==> src/core/lcm_pkg.sv <==
package lcm_pkg;
   // ==========================================
   // register indices and byte addresses (byte address is four times the index)
   localparam logic [11:0] IDX_IND_SEL = 12'h0452;
   localparam logic [11:0] IDX_CLK_SEL = 12'h0453;
   localparam logic [11:0] IDX_FORCE_LO = 12'h0454;
   localparam logic [11:0] IDX_OVR_CTL = 12'h0455;
   localparam logic [13:0] ADDR_IND_SEL = {IDX_IND_SEL, 2'b00};
   localparam logic [13:0] ADDR_CLK_SEL = {IDX_CLK_SEL, 2'b00};
   localparam logic [13:0] ADDR_FORCE_LO = {IDX_FORCE_LO, 2'b00};
   localparam logic [13:0] ADDR_OVR_CTL = {IDX_OVR_CTL, 2'b00};
   // ==========================================
   // field positions
   localparam int IND0_SEL_LSB = 0;
   localparam int IND1_SEL_LSB = 8;
   localparam int COMPL_SEL_LSB = 9;
   localparam int CLK_SRC_LSB = 3;
   localparam int CLK_PIN_SEL_LSB = 0;
   localparam int OVR_EN_BIT = 4;
   localparam int OVR_DIR_BIT = 5;
   // ==========================================
   // reset values
   localparam logic [15:0] RST_IND_SEL = 16'h0000;
   localparam logic [15:0] RST_CLK_SEL = 16'h0001;
   localparam logic [15:0] RST_FORCE_LO = 16'h0000;
   localparam logic [15:0] RST_OVR_CTL = 16'h0000;
   // writable masks
   localparam logic [15:0] MASK_IND_SEL = 16'h0707;
   localparam logic [15:0] MASK_CLK_SEL = 16'h003F;
   localparam logic [15:0] MASK_FORCE_LO = 16'hFFCF;
   localparam logic [15:0] MASK_OVR_CTL = 16'h0030;
   localparam logic [15:0] MASK_COMPL = 16'h0E00;
   localparam logic [13:0] ADDR_COMPL = 14'h0010;
   // ==========================================
   // indicator / data pin select codes
   localparam logic [2:0] SEL_FUNC = 3'h0;
   localparam logic [2:0] SEL_CLOCK = 3'h1;
   localparam logic [2:0] SEL_MATCH = 3'h2;
   localparam logic [2:0] SEL_UVOLT = 3'h3;
   localparam logic [2:0] SEL_IRQ = 3'h4;
   localparam logic [2:0] SEL_COMPL = 3'h5;
   localparam logic [2:0] SEL_LOW = 3'h6;
   localparam logic [2:0] SEL_HIGH = 3'h7;
   // clock source codes
   localparam logic [2:0] SRC_XTAL = 3'h0;
   localparam logic [2:0] SRC_FAST_A = 3'h3;
   localparam logic [2:0] SRC_FAST_B = 3'h4;
   // pad count
   localparam int NUM_PADS = 16;
endpackage : lcm_pkg

==> src/core/lcm_sel8.sv <==
`timescale 1ns/100ps
// ==========================================
// eight-way one-bit selector, registered output
module lcm_sel8 (
   input wire logic i_clk,
   input wire logic i_rst,
   input wire logic [2:0] i_sel,
   input wire logic [7:0] i_src,
   output logic o_q
);
   typedef struct packed {
      logic q;
   } lcm_sel_state_t;
   lcm_sel_state_t st_r;
   lcm_sel_state_t st_nxt;

   // pick one source
   always_comb begin
      st_nxt = st_r;
      st_nxt.q = i_src[i_sel];
   end

   // register
   always_ff @(posedge i_clk) begin
      if (i_rst) begin
         st_r <= '0;
      end else begin
         st_r <= st_nxt;
      end
   end

   assign o_q = st_r.q;
endmodule : lcm_sel8

==> src/core/lcm_top.sv <==
`timescale 1ns/100ps
module lcm_top
   import lcm_pkg::*;
(
   input wire logic I_CLK,
   input wire logic I_RST,
   // AXI4-Lite slave
   input wire logic [13:0] I_AWADDR,
   input wire logic I_AWVALID,
   output logic O_AWREADY,
   input wire logic [31:0] I_WDATA,
   input wire logic [3:0] I_WSTRB,
   input wire logic I_WVALID,
   output logic O_WREADY,
   output logic [1:0] O_BRESP,
   output logic O_BVALID,
   input wire logic I_BREADY,
   input wire logic [13:0] I_ARADDR,
   input wire logic I_ARVALID,
   output logic O_ARREADY,
   output logic [31:0] O_RDATA,
   output logic [1:0] O_RRESP,
   output logic O_RVALID,
   input wire logic I_RREADY,
   // functional sources (device clock domain)
   input wire logic I_IND0_FUNC,
   input wire logic I_IND1_FUNC,
   input wire logic I_IND2_FUNC,
   input wire logic I_DATA_MATCH,
   input wire logic I_UNDER_VOLT,
   input wire logic I_IRQ,
   input wire logic [5:0] I_COMPL,
   input wire logic I_CLK_XTAL,
   input wire logic I_CLK_FAST,
   // normal pad function values and enables for pads 3 and 6..15
   input wire logic [NUM_PADS-1:0] I_PAD_FUNC_O,
   input wire logic [NUM_PADS-1:0] I_PAD_FUNC_OE,
   // pad outputs
   output logic [NUM_PADS-1:0] O_PAD_O,
   output logic [NUM_PADS-1:0] O_PAD_OE
);
   // ==========================================
   // state
   typedef struct packed {
      logic [15:0] ind_sel;
      logic [15:0] clk_sel;
      logic [15:0] force_lo;
      logic [15:0] ovr_ctl;
      logic [15:0] compl;
      logic aw_got;
      logic w_got;
      logic [13:0] awaddr;
      logic [31:0] wdata;
      logic [3:0] wstrb;
      logic bvalid;
      logic [1:0] bresp;
      logic rvalid;
      logic [31:0] rdata;
      logic [1:0] rresp;
      logic [NUM_PADS-1:0] pad_o;
      logic [NUM_PADS-1:0] pad_oe;
   } lcm_state_t;
   lcm_state_t st_r;
   lcm_state_t st_nxt;

   logic ind0_q;
   logic ind1_q;
   logic clkp_q;
   logic compl_bit;
   logic clk_src;
   logic [15:0] wr_val;
   logic [15:0] rd_val;
   logic rd_hit;
   logic wr_hit;

   // ==========================================
   // source selection
   always_comb begin
      // reserved compliance codes give low
      compl_bit = 1'b0;
      if (st_r.compl[COMPL_SEL_LSB +: 3] <= 3'h5) begin
         compl_bit = I_COMPL[st_r.compl[COMPL_SEL_LSB +: 3]];
      end
      // clock source; reserved codes low
      unique case (st_r.clk_sel[CLK_SRC_LSB +: 3])
         SRC_XTAL: clk_src = I_CLK_XTAL;
         SRC_FAST_A, SRC_FAST_B: clk_src = I_CLK_FAST;
         default: clk_src = 1'b0;
      endcase
   end

   // first indicator pin
   lcm_sel8 u_ind0 (
      .i_clk(I_CLK),
      .i_rst(I_RST),
      .i_sel(st_r.ind_sel[IND0_SEL_LSB +: 3]),
      .i_src({1'b1, 1'b0, compl_bit, I_IRQ, I_UNDER_VOLT, I_DATA_MATCH, 1'b0, I_IND0_FUNC}),
      .o_q(ind0_q)
   );
   // second indicator pin
   lcm_sel8 u_ind1 (
      .i_clk(I_CLK),
      .i_rst(I_RST),
      .i_sel(st_r.ind_sel[IND1_SEL_LSB +: 3]),
      .i_src({1'b1, 1'b0, I_COMPL[0], I_IRQ, I_UNDER_VOLT, I_DATA_MATCH, 1'b0, I_IND1_FUNC}),
      .o_q(ind1_q)
   );
   // clock-out pin; 100/101 low, 110 reserved low
   lcm_sel8 u_clkp (
      .i_clk(I_CLK),
      .i_rst(I_RST),
      .i_sel(st_r.clk_sel[CLK_PIN_SEL_LSB +: 3]),
      .i_src({1'b1, 1'b0, 1'b0, 1'b0, I_UNDER_VOLT, I_DATA_MATCH, clk_src, I_IND2_FUNC}),
      .o_q(clkp_q)
   );

   // ==========================================
   // register read/write decode
   always_comb begin
      wr_val = st_r.wdata[15:0];
      wr_hit = 1'b1;
      unique case (st_r.awaddr)
         ADDR_IND_SEL, ADDR_CLK_SEL, ADDR_FORCE_LO, ADDR_OVR_CTL, ADDR_COMPL: wr_hit = 1'b1;
         default: wr_hit = 1'b0;
      endcase
      rd_hit = 1'b1;
      unique case (I_ARADDR)
         ADDR_IND_SEL: rd_val = st_r.ind_sel;
         ADDR_CLK_SEL: rd_val = st_r.clk_sel;
         ADDR_FORCE_LO: rd_val = st_r.force_lo;
         ADDR_OVR_CTL: rd_val = st_r.ovr_ctl;
         ADDR_COMPL: rd_val = st_r.compl;
         default: begin
            rd_val = 16'h0000;
            rd_hit = 1'b0;
         end
      endcase
   end

   // ==========================================
   // next state
   always_comb begin
      st_nxt = st_r;
      // write channel capture
      if (I_AWVALID && !st_r.aw_got && !st_r.bvalid) begin
         st_nxt.aw_got = 1'b1;
         st_nxt.awaddr = {I_AWADDR[13:2], 2'b00};
      end
      if (I_WVALID && !st_r.w_got && !st_r.bvalid) begin
         st_nxt.w_got = 1'b1;
         st_nxt.wdata = I_WDATA;
         st_nxt.wstrb = I_WSTRB;
      end
      // commit write; reserved bits masked
      if (st_r.aw_got && st_r.w_got) begin
         st_nxt.aw_got = 1'b0;
         st_nxt.w_got = 1'b0;
         st_nxt.bvalid = 1'b1;
         st_nxt.bresp = wr_hit ? 2'b00 : 2'b10;
         for (int b = 0; b < 2; b++) begin
            if (st_r.wstrb[b]) begin
               unique case (st_r.awaddr)
                  ADDR_IND_SEL: st_nxt.ind_sel[b*8 +: 8] = wr_val[b*8 +: 8] & MASK_IND_SEL[b*8 +: 8];
                  ADDR_CLK_SEL: st_nxt.clk_sel[b*8 +: 8] = wr_val[b*8 +: 8] & MASK_CLK_SEL[b*8 +: 8];
                  ADDR_FORCE_LO: st_nxt.force_lo[b*8 +: 8] = wr_val[b*8 +: 8] & MASK_FORCE_LO[b*8 +: 8];
                  ADDR_OVR_CTL: st_nxt.ovr_ctl[b*8 +: 8] = wr_val[b*8 +: 8] & MASK_OVR_CTL[b*8 +: 8];
                  ADDR_COMPL: st_nxt.compl[b*8 +: 8] = wr_val[b*8 +: 8] & MASK_COMPL[b*8 +: 8];
                  default: ;
               endcase
            end
         end
      end
      if (st_r.bvalid && I_BREADY) begin
         st_nxt.bvalid = 1'b0;
      end
      // read
      if (I_ARVALID && !st_r.rvalid) begin
         st_nxt.rvalid = 1'b1;
         st_nxt.rdata = {16'h0000, rd_val};
         st_nxt.rresp = rd_hit ? 2'b00 : 2'b10;
      end else if (st_r.rvalid && I_RREADY) begin
         st_nxt.rvalid = 1'b0;
      end
      // pad outputs: functional, then override
      st_nxt.pad_o = I_PAD_FUNC_O;
      st_nxt.pad_oe = I_PAD_FUNC_OE;
      st_nxt.pad_o[0] = ind0_q;
      st_nxt.pad_o[1] = ind1_q;
      st_nxt.pad_o[2] = clkp_q;
      st_nxt.pad_oe[2:0] = 3'h7;
      if (st_r.ovr_ctl[OVR_EN_BIT]) begin
         st_nxt.pad_oe = {NUM_PADS{~st_r.ovr_ctl[OVR_DIR_BIT]}};
         st_nxt.pad_o = st_r.force_lo;
      end
      st_nxt.pad_o[5:4] = 2'b00; // reserved pads
      st_nxt.pad_oe[5:4] = 2'b00;
   end

   // ==========================================
   // state register
   always_ff @(posedge I_CLK) begin
      if (I_RST) begin
         st_r <= '0;
         st_r.ind_sel <= RST_IND_SEL;
         st_r.clk_sel <= RST_CLK_SEL;
         st_r.force_lo <= RST_FORCE_LO;
         st_r.ovr_ctl <= RST_OVR_CTL;
      end else begin
         st_r <= st_nxt;
      end
   end

   // ==========================================
   // outputs
   assign O_AWREADY = !st_r.aw_got && !st_r.bvalid;
   assign O_WREADY = !st_r.w_got && !st_r.bvalid;
   assign O_BVALID = st_r.bvalid;
   assign O_BRESP = st_r.bresp;
   assign O_ARREADY = !st_r.rvalid;
   assign O_RVALID = st_r.rvalid;
   assign O_RDATA = st_r.rdata;
   assign O_RRESP = st_r.rresp;
   assign O_PAD_O = st_r.pad_o;
   assign O_PAD_OE = st_r.pad_oe;
endmodule : lcm_top

==> config.mk <==
export PLATFORM = sky130hd
export DESIGN_NAME = lcm_top
export DESIGN_NICKNAME = d
export VERILOG_FILES = /design/src/core/lcm_pkg.sv /design/src/core/lcm_sel8.sv /design/src/core/lcm_top.sv
export SDC_FILE = /design/constraint.sdc
export NUM_CORES = 1
export LEC_CHECK = 0
export BUFFER_PORTS_ARGS = -buffer_cell sky130_fd_sc_hd__buf_4
export CAP_MARGIN = 25
export CORE_UTILIZATION = 45
export DETAILED_ROUTE_END_ITERATION = 6
export GPL_TIMING_DRIVEN = 0
export HOLD_SLACK_MARGIN = 0.03
export PLACE_DENSITY = 0.74
export REMOVE_ABC_BUFFERS = 1
export SYNTH_ARGS = -nofsm -noshare
export SYNTH_HDL_FRONTEND = slang
export SYNTH_SLANG_ARGS = --single-unit
export TNS_END_PERCENT = 1
==> constraint.sdc <==
create_clock -name I_CLK -period 2 [get_ports I_CLK]
set_input_delay 0.2 -clock I_CLK [delete_from_list [all_inputs] [get_ports I_CLK]]
set_output_delay 0.2 -clock I_CLK [all_outputs]
set_load 0.01 [all_outputs]
# After elaboration in Yosys (flattened, before gate mapping)
# Index checks and enable logic that the tools add are counted.
[op_classes]
bitwise_logic = 1
magnitude_cmp = 5
mux = 18
n_reduce_logical = 28
eq_ne = 12
[ops]
columns = ["op", "n"]
rows = [
  ["16-bit one-hot mux with 5 select lines", 1],
  ["14-bit by 13-bit == test with 1-bit output, second input constant", 4],
  ["12-bit by 11-bit == test with 1-bit output, second input constant", 4],
  ["32-bit two-way mux", 1],
  ["3-bit AND reduction", 7],
  ["3-bit by 4-bit < comparator with 1-bit output, second input constant", 4],
  ["14-bit by 5-bit == test with 1-bit output, second input constant", 1],
  ["1-bit binary-select mux with 3-bit select", 4],
  ["12-bit by 3-bit == test with 1-bit output, second input constant", 1],
  ["1-bit logical AND", 10],
  ["5-bit OR reduction", 2],
  ["1-bit two-way mux", 9],
  ["2-bit OR reduction", 3],
  ["1-bit logical NOT", 4],
  ["2-bit two-way mux", 2],
  ["3-bit by 2-bit == test with 1-bit output, second input constant", 1],
  ["3-bit == test, second input constant", 1],
  ["3-bit <= comparator, second input constant", 1],
  ["3-bit logical NOT", 1],
  ["1-bit one-hot mux with 2 select lines", 1],
  ["2-bit nonzero test", 1],
  ["1-bit NOT", 1],
]
[totals]
regBits = 138

# Depth between registers and ports, before layout
# Gate-level depths: netlist of run 1.
[depth]
ltp_word = 5
depth_mapped = 6

# By module
# A second synthesis of run 1 with hierarchy kept.
[unflattened]
cells_unflattened = 603
hier_area_um2 = 5159.9
[modules_own_cells]
columns = ["mod", "area_per_inst_um2", "cells_each", "n_inst"]
rows = [
  ["lcm_top", 4878.4, 576, 1],
  ["lcm_sel8", 93.8, 9, 3],
]

# Worst setup path before layout of run 1
# OpenSTA, ideal clock, no wires.
[synth_timing]
kind = "register -> register"
from = "register st_r, in the netlist O_RVALID"
to = "register st_r, in the netlist O_RDATA[5]"
setup_slack_ps = 407
period_less_slack_ps = 1593
required_time_ps = 1904
stages_incl_launch_ff = 6
arrival_time_ps = 1497
cell_sequence = "dfxtp_1 -> or4b_4 -> nor2_2 -> o21ai_2 -> buf_6 -> o41ai_2"
[synth_via]
elab_chain_len = 2
[synth_rtl]
columns = ["item", "line_no", "source"]
rows = [
  ["start: declaration", "lcm_top.sv:63", "lcm_state_t st_r;"],
  ["start signal: assignment", "lcm_top.sv:209", "st_r <= st_nxt;"],
  ["1-bit logical NOT", "lcm_top.sv:177", "if (I_ARVALID && !st_r.rvalid) begin"],
  ["1-bit logical AND", "lcm_top.sv:177", ""],
]
# Every way passes these cells.
# A chain may end at the register's enable or synchronous reset.

# Worst setup path after layout of run 1
[layout_timing]
from = "register st_r[121] in the netlist's numbering"
to = "register st_r[194] in the netlist's numbering"
[layout_via]
elab_chain_len = 2
[layout_rtl]
columns = ["item", "line_no", "source"]
rows = [
  ["1-bit logical AND", "lcm_top.sv:155", "if (st_r.aw_got && st_r.w_got) begin"],
  ["3-bit AND reduction (no source line)", "-", ""],
]
# Every way passes these cells.

==> results.tsv, run 1 <==
metric	value	unit
Initial Util	46.59	%
area of the multi-input gates	0.002236	mm²
CP peak stage delay	0.43	ns
top_reg_cell synth	dfxtp_1	
GPL Wtd Cong	0.8447	
FMAX	561.8	MHz
Final Cycle Share	89.00	%
sequential-to-total area share from yosys stat	44.20	%
Netlist cell types	51	
Yosys top cell by area	dfxtp_1	
FF-to-FF End	st_r[194]$_SDFFE_PP0P_	
share of layout cells above drive strength 1	25.30	%
area delta synth->final	19.68	%
CP delay by family, top	simple AND/OR/NAND/NOR gates	
Max-Slew Margin vs Limit	42.29	%
Skew-Pair Late Insertion Delay	0.38	ns
vias post-DR	4285	
placed inst area	0.005718	mm²
Crit. End Element	flip-flop	
post-layout net count	780	
drt first-iter violations	289	
worst r2r src	st_r[121]$_SDFFE_PP0P_	
CTS Buf Count	9	
first-pass GRT wire length	18980	µm
vias in the first global route	3926	
n_diodes	0	
VDD IR max	0.4659	mV
drt wl/cell	15.28	µm
setup TNS	0	ns
CTS max path bufs	2	
Worst Path Required	2.27	ns
most common library cells after synthesis	dfxtp_1, buf_4, a21oi_1, nand2_1, o21ai_0	
pre-CTS setup slack	0.08972	ns
H-tree lvl count	3	
status	complete, no violations	
Clock Skews	0.01630	ns
Worst Path Arrival	2.05	ns
Pre-antenna DRT Iters	5	
Die ar.	0.01170	mm²
worst hold path type	in2reg	
final antenna-violating net count	0	
synth top area cells	dfxtp_1, buf_4, a21oi_1	
Port Buffers	137	
Worst path depth	4	
Post-Route WL	12350	µm
area share of the leading cell type in the synthesized netlist	44.20	%
most frequent cell after synthesis	dfxtp_1	
Post-synth EDFFs	0	
Max-cap violations	0	
Seq. cell area	0.002242	mm²
Yosys warning total	0	
Layout Utilization	55.76	%
CTS root buffer	clkbuf_8	
Post-Syn Area	0.005072	mm²
HPWL after detailed placement	8712	µm
Leak	2.393	nW
setup violators final	0	
register clock-pin slew on the reported worst setup and hold paths	0.10	ns
fin crit period	1.780	ns
#FFs+latches synth	112	
crit path buf inv count	0	
Gate Count Post-Synth	583	
syn_area_per_cell	8.700	µm²
count of pins over their slew limit	0	
Worst-Margin Slew	0.8656	ns
final hold violation count	0	
DRC viols	0	
unrepaired setup endpoints after global routing	false	
HP Start	I_PAD_FUNC_O[8]	
initial antenna violation count	0	
final instance area	0.006071	mm²
hold endpoint	O_PAD_O[8]$_SDFF_PP0_	
Power, Total	4.266	mW
num rows	38	
Async S/R FF share, synth	0	%
die width	108.2	µm
hold path depth	3	
Cell Chain, Critical Path	and4bb_2 -> nand4b_1 -> o21ai_0 -> a21oi_1	
Core Box Area	0.01089	mm²
die extent in y	108.2	µm
Overflow after GRT	0	
R2R setup slack	0.22	ns
CP Class	reg2reg	
CTS tree	yes	
CTS Sinks	112	
Total GRT Usage	20.80	%
crit-path max FO	11	
largest net degree at the start of global routing	112	
P per Cell Area	702.7	mW/mm²
critical path's slowest cell	dfxtp_1	
R2R depth	4	
final setup margin	0.2200	ns
Fillers	1002	
routed vias/inst	5.303	
Worst setup SP type	flip-flop	
I/O Pins	190	
==> flip-flops by register name (all words and copies together), names as in the netlist <==
name	flops
st_r	63
O_RDATA	16
O_PAD_O	14
O_PAD_OE	12
O_BRESP	1
O_BVALID	1
O_RRESP	1
O_RVALID	1
u_clkp.o_q	1
u_ind0.o_q	1
u_ind1.o_q	1
==> worst min-delay path, stage by stage <==
cell and delay [ns]:
buf_4 0.07, mux2i_1 0.05, nor2_1 0.07
==> stage by stage <==
stage	cells	hold slack [ns]
floorplan	501	0.2691
global placement	778	0.3868
detailed placement	779	0.3927
CTS	807	0.03165
global route	808	0.03439
finish	808	0.04370
==> report_power, final <==
part	switching, mW	internal (mW)	total [mW]
logic	0.274	0.261	0.535
registers	0.0524	2.31	2.36
clock network	0.774	0.595	1.37
total	1.10	3.17	4.27
==> placed cells by master (no fill, tap or decap), types with 2 or more instances in the layout <==
cell type	n
buf_4	137
dfxtp_1	112
a21oi_1	68
nand2_1	67
o21ai_0	38
nand3_1	34
nor2_1	31
conb_1	22
mux2i_1	19
a22oi_1	16
nand3b_1	14
dlygate4sd3_1	12
o21a_1	11
clkbuf_8	9
o31ai_1	7
inv_1	5
a22o_1	5
nand4b_1	4
nand2b_1	4
nor4_1	3
and2_1	3
o41ai_2	3
nand4_1	3
or4b_4	2
nor4_4	2
nor2b_1	2
a32oi_1	2
and2_2	2
and3_1	2
and4b_1	2
a311oi_1	2
clkbuf_1	2
buf_16	2
==> final cells by class <==
type,count,share of cell area (%)
clock buffers,11,2.164
clock inverters,5,1.051
flip-flops and latches,112,36.93
multi-input cells,384,36.83
repair buffers,151,19.83
well taps,140,2.885
inverters,5,0.3092
==> timing repair <==
item	4_1_cts	5_1_grt
buffers inserted	0	0
hold buffers	12	0
resized for setup	0	2
hold endpoints to repair	12	0
endpoints found under the setup margin	0	18
==> routing by layer <==
layer	global-route usage (%)	up-vias	part of all wire, %
li1	-	2114	-
met2	34.30	183	46
met3	4.822	10	8.0
met1	26.94	1978	45
met4	6.360	0	1.1
met5	0	-	0
==> logic make-up after synthesis <==
| family | Yosys count | share of synthesized area [%] |
|---|---|---|
| AOI/OAI and AO/OA | 156 | 18.67 |
| xor gates and xnor gates | 1 | 0.1727 |
| buffers and inverters | 108 | 13.47 |
| DFF | 112 | 44.20 |
| muxes | 20 | 3.971 |
| other | 1 | 0.07393 |
| and+or+nand+nor | 185 | 19.44 |
==> how the worst max path moves through the flow <==
stage,from,end,slack (ns)
after detailed placement,st_r[111]$_SDFFE_PP0P_,st_r[131]$_SDFFE_PP0P_,0.09
after global placement,st_r[142]$_SDFFE_PP0P_,O_PAD_OE[11]$_SDFF_PP0_,-0.17
after global routing,st_r[121]$_SDFFE_PP0P_,st_r[169]$_SDFFE_PP0P_,0.12
final,st_r[121]$_SDFFE_PP0P_,st_r[194]$_SDFFE_PP0P_,0.22
after CTS,st_r[111]$_SDFFE_PP0P_,st_r[131]$_SDFFE_PP0P_,0.07
after floorplan,st_r[142]$_SDFFE_PP0P_,O_PAD_OE[10]$_SDFF_PP0_,0.36
Note: power is estimated with default switching activity, not from simulation.
==> run 2, diff against run 1 <==
--- a/config.mk
+++ b/config.mk
@@ -7,10 +7,12 @@
 export LEC_CHECK = 0
 export BUFFER_PORTS_ARGS = -buffer_cell sky130_fd_sc_hd__buf_4
 export CAP_MARGIN = 25
+export CORE_MARGIN = 1.5
 export CORE_UTILIZATION = 45
 export DETAILED_ROUTE_END_ITERATION = 6
 export GPL_TIMING_DRIVEN = 0
 export HOLD_SLACK_MARGIN = 0.03
+export MAX_ROUTING_LAYER = met4
 export PLACE_DENSITY = 0.74
 export REMOVE_ABC_BUFFERS = 1
 export SYNTH_ARGS = -nofsm -noshare
==> run 2 against run 1 <==
Net effect: routed wire length down 1.1%; critical path depth unchanged; die area up 1.9%; via count down 0.91%; worst hold slack better by 0.0014 ns; sequential cell count unchanged; first-iteration DRC count up 38%; sequential share of layout area up 0.36 points; clock skew down 0.0070 ns; register-to-register slack worse by 0.05 ns.
==> results.tsv, run 2 (same netlist as run 1, synthesis figures left out) <==
metric	value	unit	change
drt first-iter violations	398		+38%
drt wl/cell	15.35	µm	+0.44%
GPL Wtd Cong	0.9195		+8.9%
area delta synth->final	18.52	%	
Worst Path Arrival	2.05	ns	about the same
HP Start	I_RREADY		
first-pass GRT wire length	18930	µm	-0.29%
n_diodes	0		unchanged
DRC viols	0		unchanged
HPWL after detailed placement	8759	µm	+0.54%
Largest Register	st_r		
vias post-DR	4246		-0.91%
CP peak stage delay	0.54	ns	+0.11 ns
Max-Slew Margin vs Limit	43.08	%	+0.78 points
Pre-antenna DRT Iters	7		+2
fin crit period	1.827	ns	+0.04695 ns
num rows	38		unchanged
Initial Util	46.38	%	-0.20 points
CTS root buffer	clkbuf_16		
Clock Skews	0.009288	ns	-0.007010 ns
R2R setup slack	0.17	ns	-0.05 ns
H-tree lvl count	3		unchanged
final hold violation count	0		unchanged
Leak	2.373	nW	-0.81%
Crit. Startpoint	st_r[111]$_SDFFE_PP0P_		
crit-path max FO	12		+1
R2R depth	4		unchanged
CTS Buf Count	9		unchanged
final instance area	0.006012	mm²	-0.97%
worst r2r src	st_r[111]$_SDFFE_PP0P_		
commonest non-fill, non-tap cell in the layout	buf_4		
Power, Total	4.521	mW	+6.0%
initial antenna violation count	0		unchanged
die width	109.2	µm	+0.92%
FMAX	547.3	MHz	-2.6%
Crit. End Element	flip-flop		
CTS max path bufs	2		unchanged
Worst Path Required	2.22	ns	-0.05 ns
Die ar.	0.01192	mm²	+1.9%
post-CTS resize count	0		unchanged
die extent in y	109.2	µm	+0.92%
Worst setup SP type	flip-flop		
vias in the first global route	3870		-1.4%
Final Cycle Share	91.35	%	+2.3 points
Total GRT Usage	21.16	%	+0.36 points
share of layout cells above drive strength 1	26.07	%	+0.77 points
P per Cell Area	752.0	mW/mm²	+7.0%
Post-CTS Setup Repair Bufs	0		unchanged
Overflow after GRT	0		unchanged
Fillers	1023		+2.1%
final antenna-violating net count	0		unchanged
CTS Hold Buffers Added	0		-12
crit path capture	st_r[188]$_SDFFE_PP0P_		
register clock-pin slew on the reported worst setup and hold paths	0.07	ns	-0.03 ns
Layout Utilization	54.98	%	-0.78 points
I/O Pins	190		unchanged
largest net degree at the start of global routing	112		unchanged
Cells after DPL	779		unchanged
Worst-Margin Slew	0.8538	ns	-0.01177 ns
status	complete, no violations		
Largest register FFs	63		unchanged
unrepaired setup endpoints after global routing	false		
worst hold path type	in2reg		
hold_ws	0.04511	ns	+0.001411 ns
placed inst area	0.005718	mm²	unchanged
Max-cap violations	0		unchanged
FF-to-FF End	st_r[188]$_SDFFE_PP0P_		
fin cells	796		-1.5%
critical path's slowest cell	nor4_2		
Port Buffers	137		unchanged
final setup margin	0.1730	ns	-0.04695 ns
VDD IR max	0.3660	mV	-21%
most frequent cells in the layout	buf_4, dfxtp_1, a21oi_1		
CP Class	reg2reg		
Core Box Area	0.01094	mm²	+0.44%
Cell Chain, Critical Path	nor4_2 -> nand3b_1 -> o21ai_0 -> a21oi_1		
setup violators final	0		unchanged
routed vias/inst	5.334		+0.58%
setup TNS	0	ns	unchanged
Post-Route WL	12220	µm	-1.1%
pre-CTS setup slack	0.1005	ns	+0.01079 ns
count of pins over their slew limit	0		unchanged
CTS Sinks	112		unchanged
Skew-Pair Late Insertion Delay	0.35	ns	-0.03 ns
CTS tree	yes		
post-layout net count	768		-1.5%
## run 2: cell types whose count changed in the layout (fill, tap and decap cells not counted), sizes merged
cell,change
bufinv,-1
clkbuf,-1
clkinv,+2
dlygate4sd3,-12
## run 2: cell type report
type                       count  area, µm²  area share (%)
tap                          140      175.2           2.914
inverter                       5      18.77          0.3122
multi-input combinational    384       2230           37.09
clock buffer                  10      229.0           3.809
sequential                   112       2242           37.29
clock inverter                 6      41.29          0.6868
timing repair buffer         139       1076           17.90
## run 2: worst min path at each step
stage	endpoint	cells past startpoint	slack (ns)
2_1_floorplan	st_r[108]$_SDFFE_PP0P_	1	0.27
3_3_place_gp	O_RVALID$_SDFFE_PP0P_	2	0.39
3_5_place_dp	O_RVALID$_SDFFE_PP0P_	2	0.40
4_1_cts	O_RVALID$_SDFFE_PP0P_	2	0.03
5_1_grt	O_RVALID$_SDFFE_PP0P_	2	0.04
6_report	O_RVALID$_SDFFE_PP0P_	2	0.05
## run 2: per-layer routing
metal / GRT usage (%) / up-vias / routed length (µm)
li1: - / 2091 / -
met1: 27.77 / 1953 / 5609
met2: 32.99 / 187 / 5497
met3: 2.630 / 15 / 926
met4: 8.813 / 0 / 186
met5: - / - / 0
## run 2: power by group
group	switching (mW)	internal (mW)	total [mW]
sequential	0.0513	2.31	2.36
clock	0.798	0.850	1.65
combinational	0.270	0.242	0.512
total	1.12	3.40	4.52
## run 2: worst max-delay path, delay by kind of cell (launching register included)
family	cells	cell delay, ns
AO/OA/AOI/OAI	2	0.38
flip-flops	1	0.33
AND/OR/NAND/NOR	2	0.98
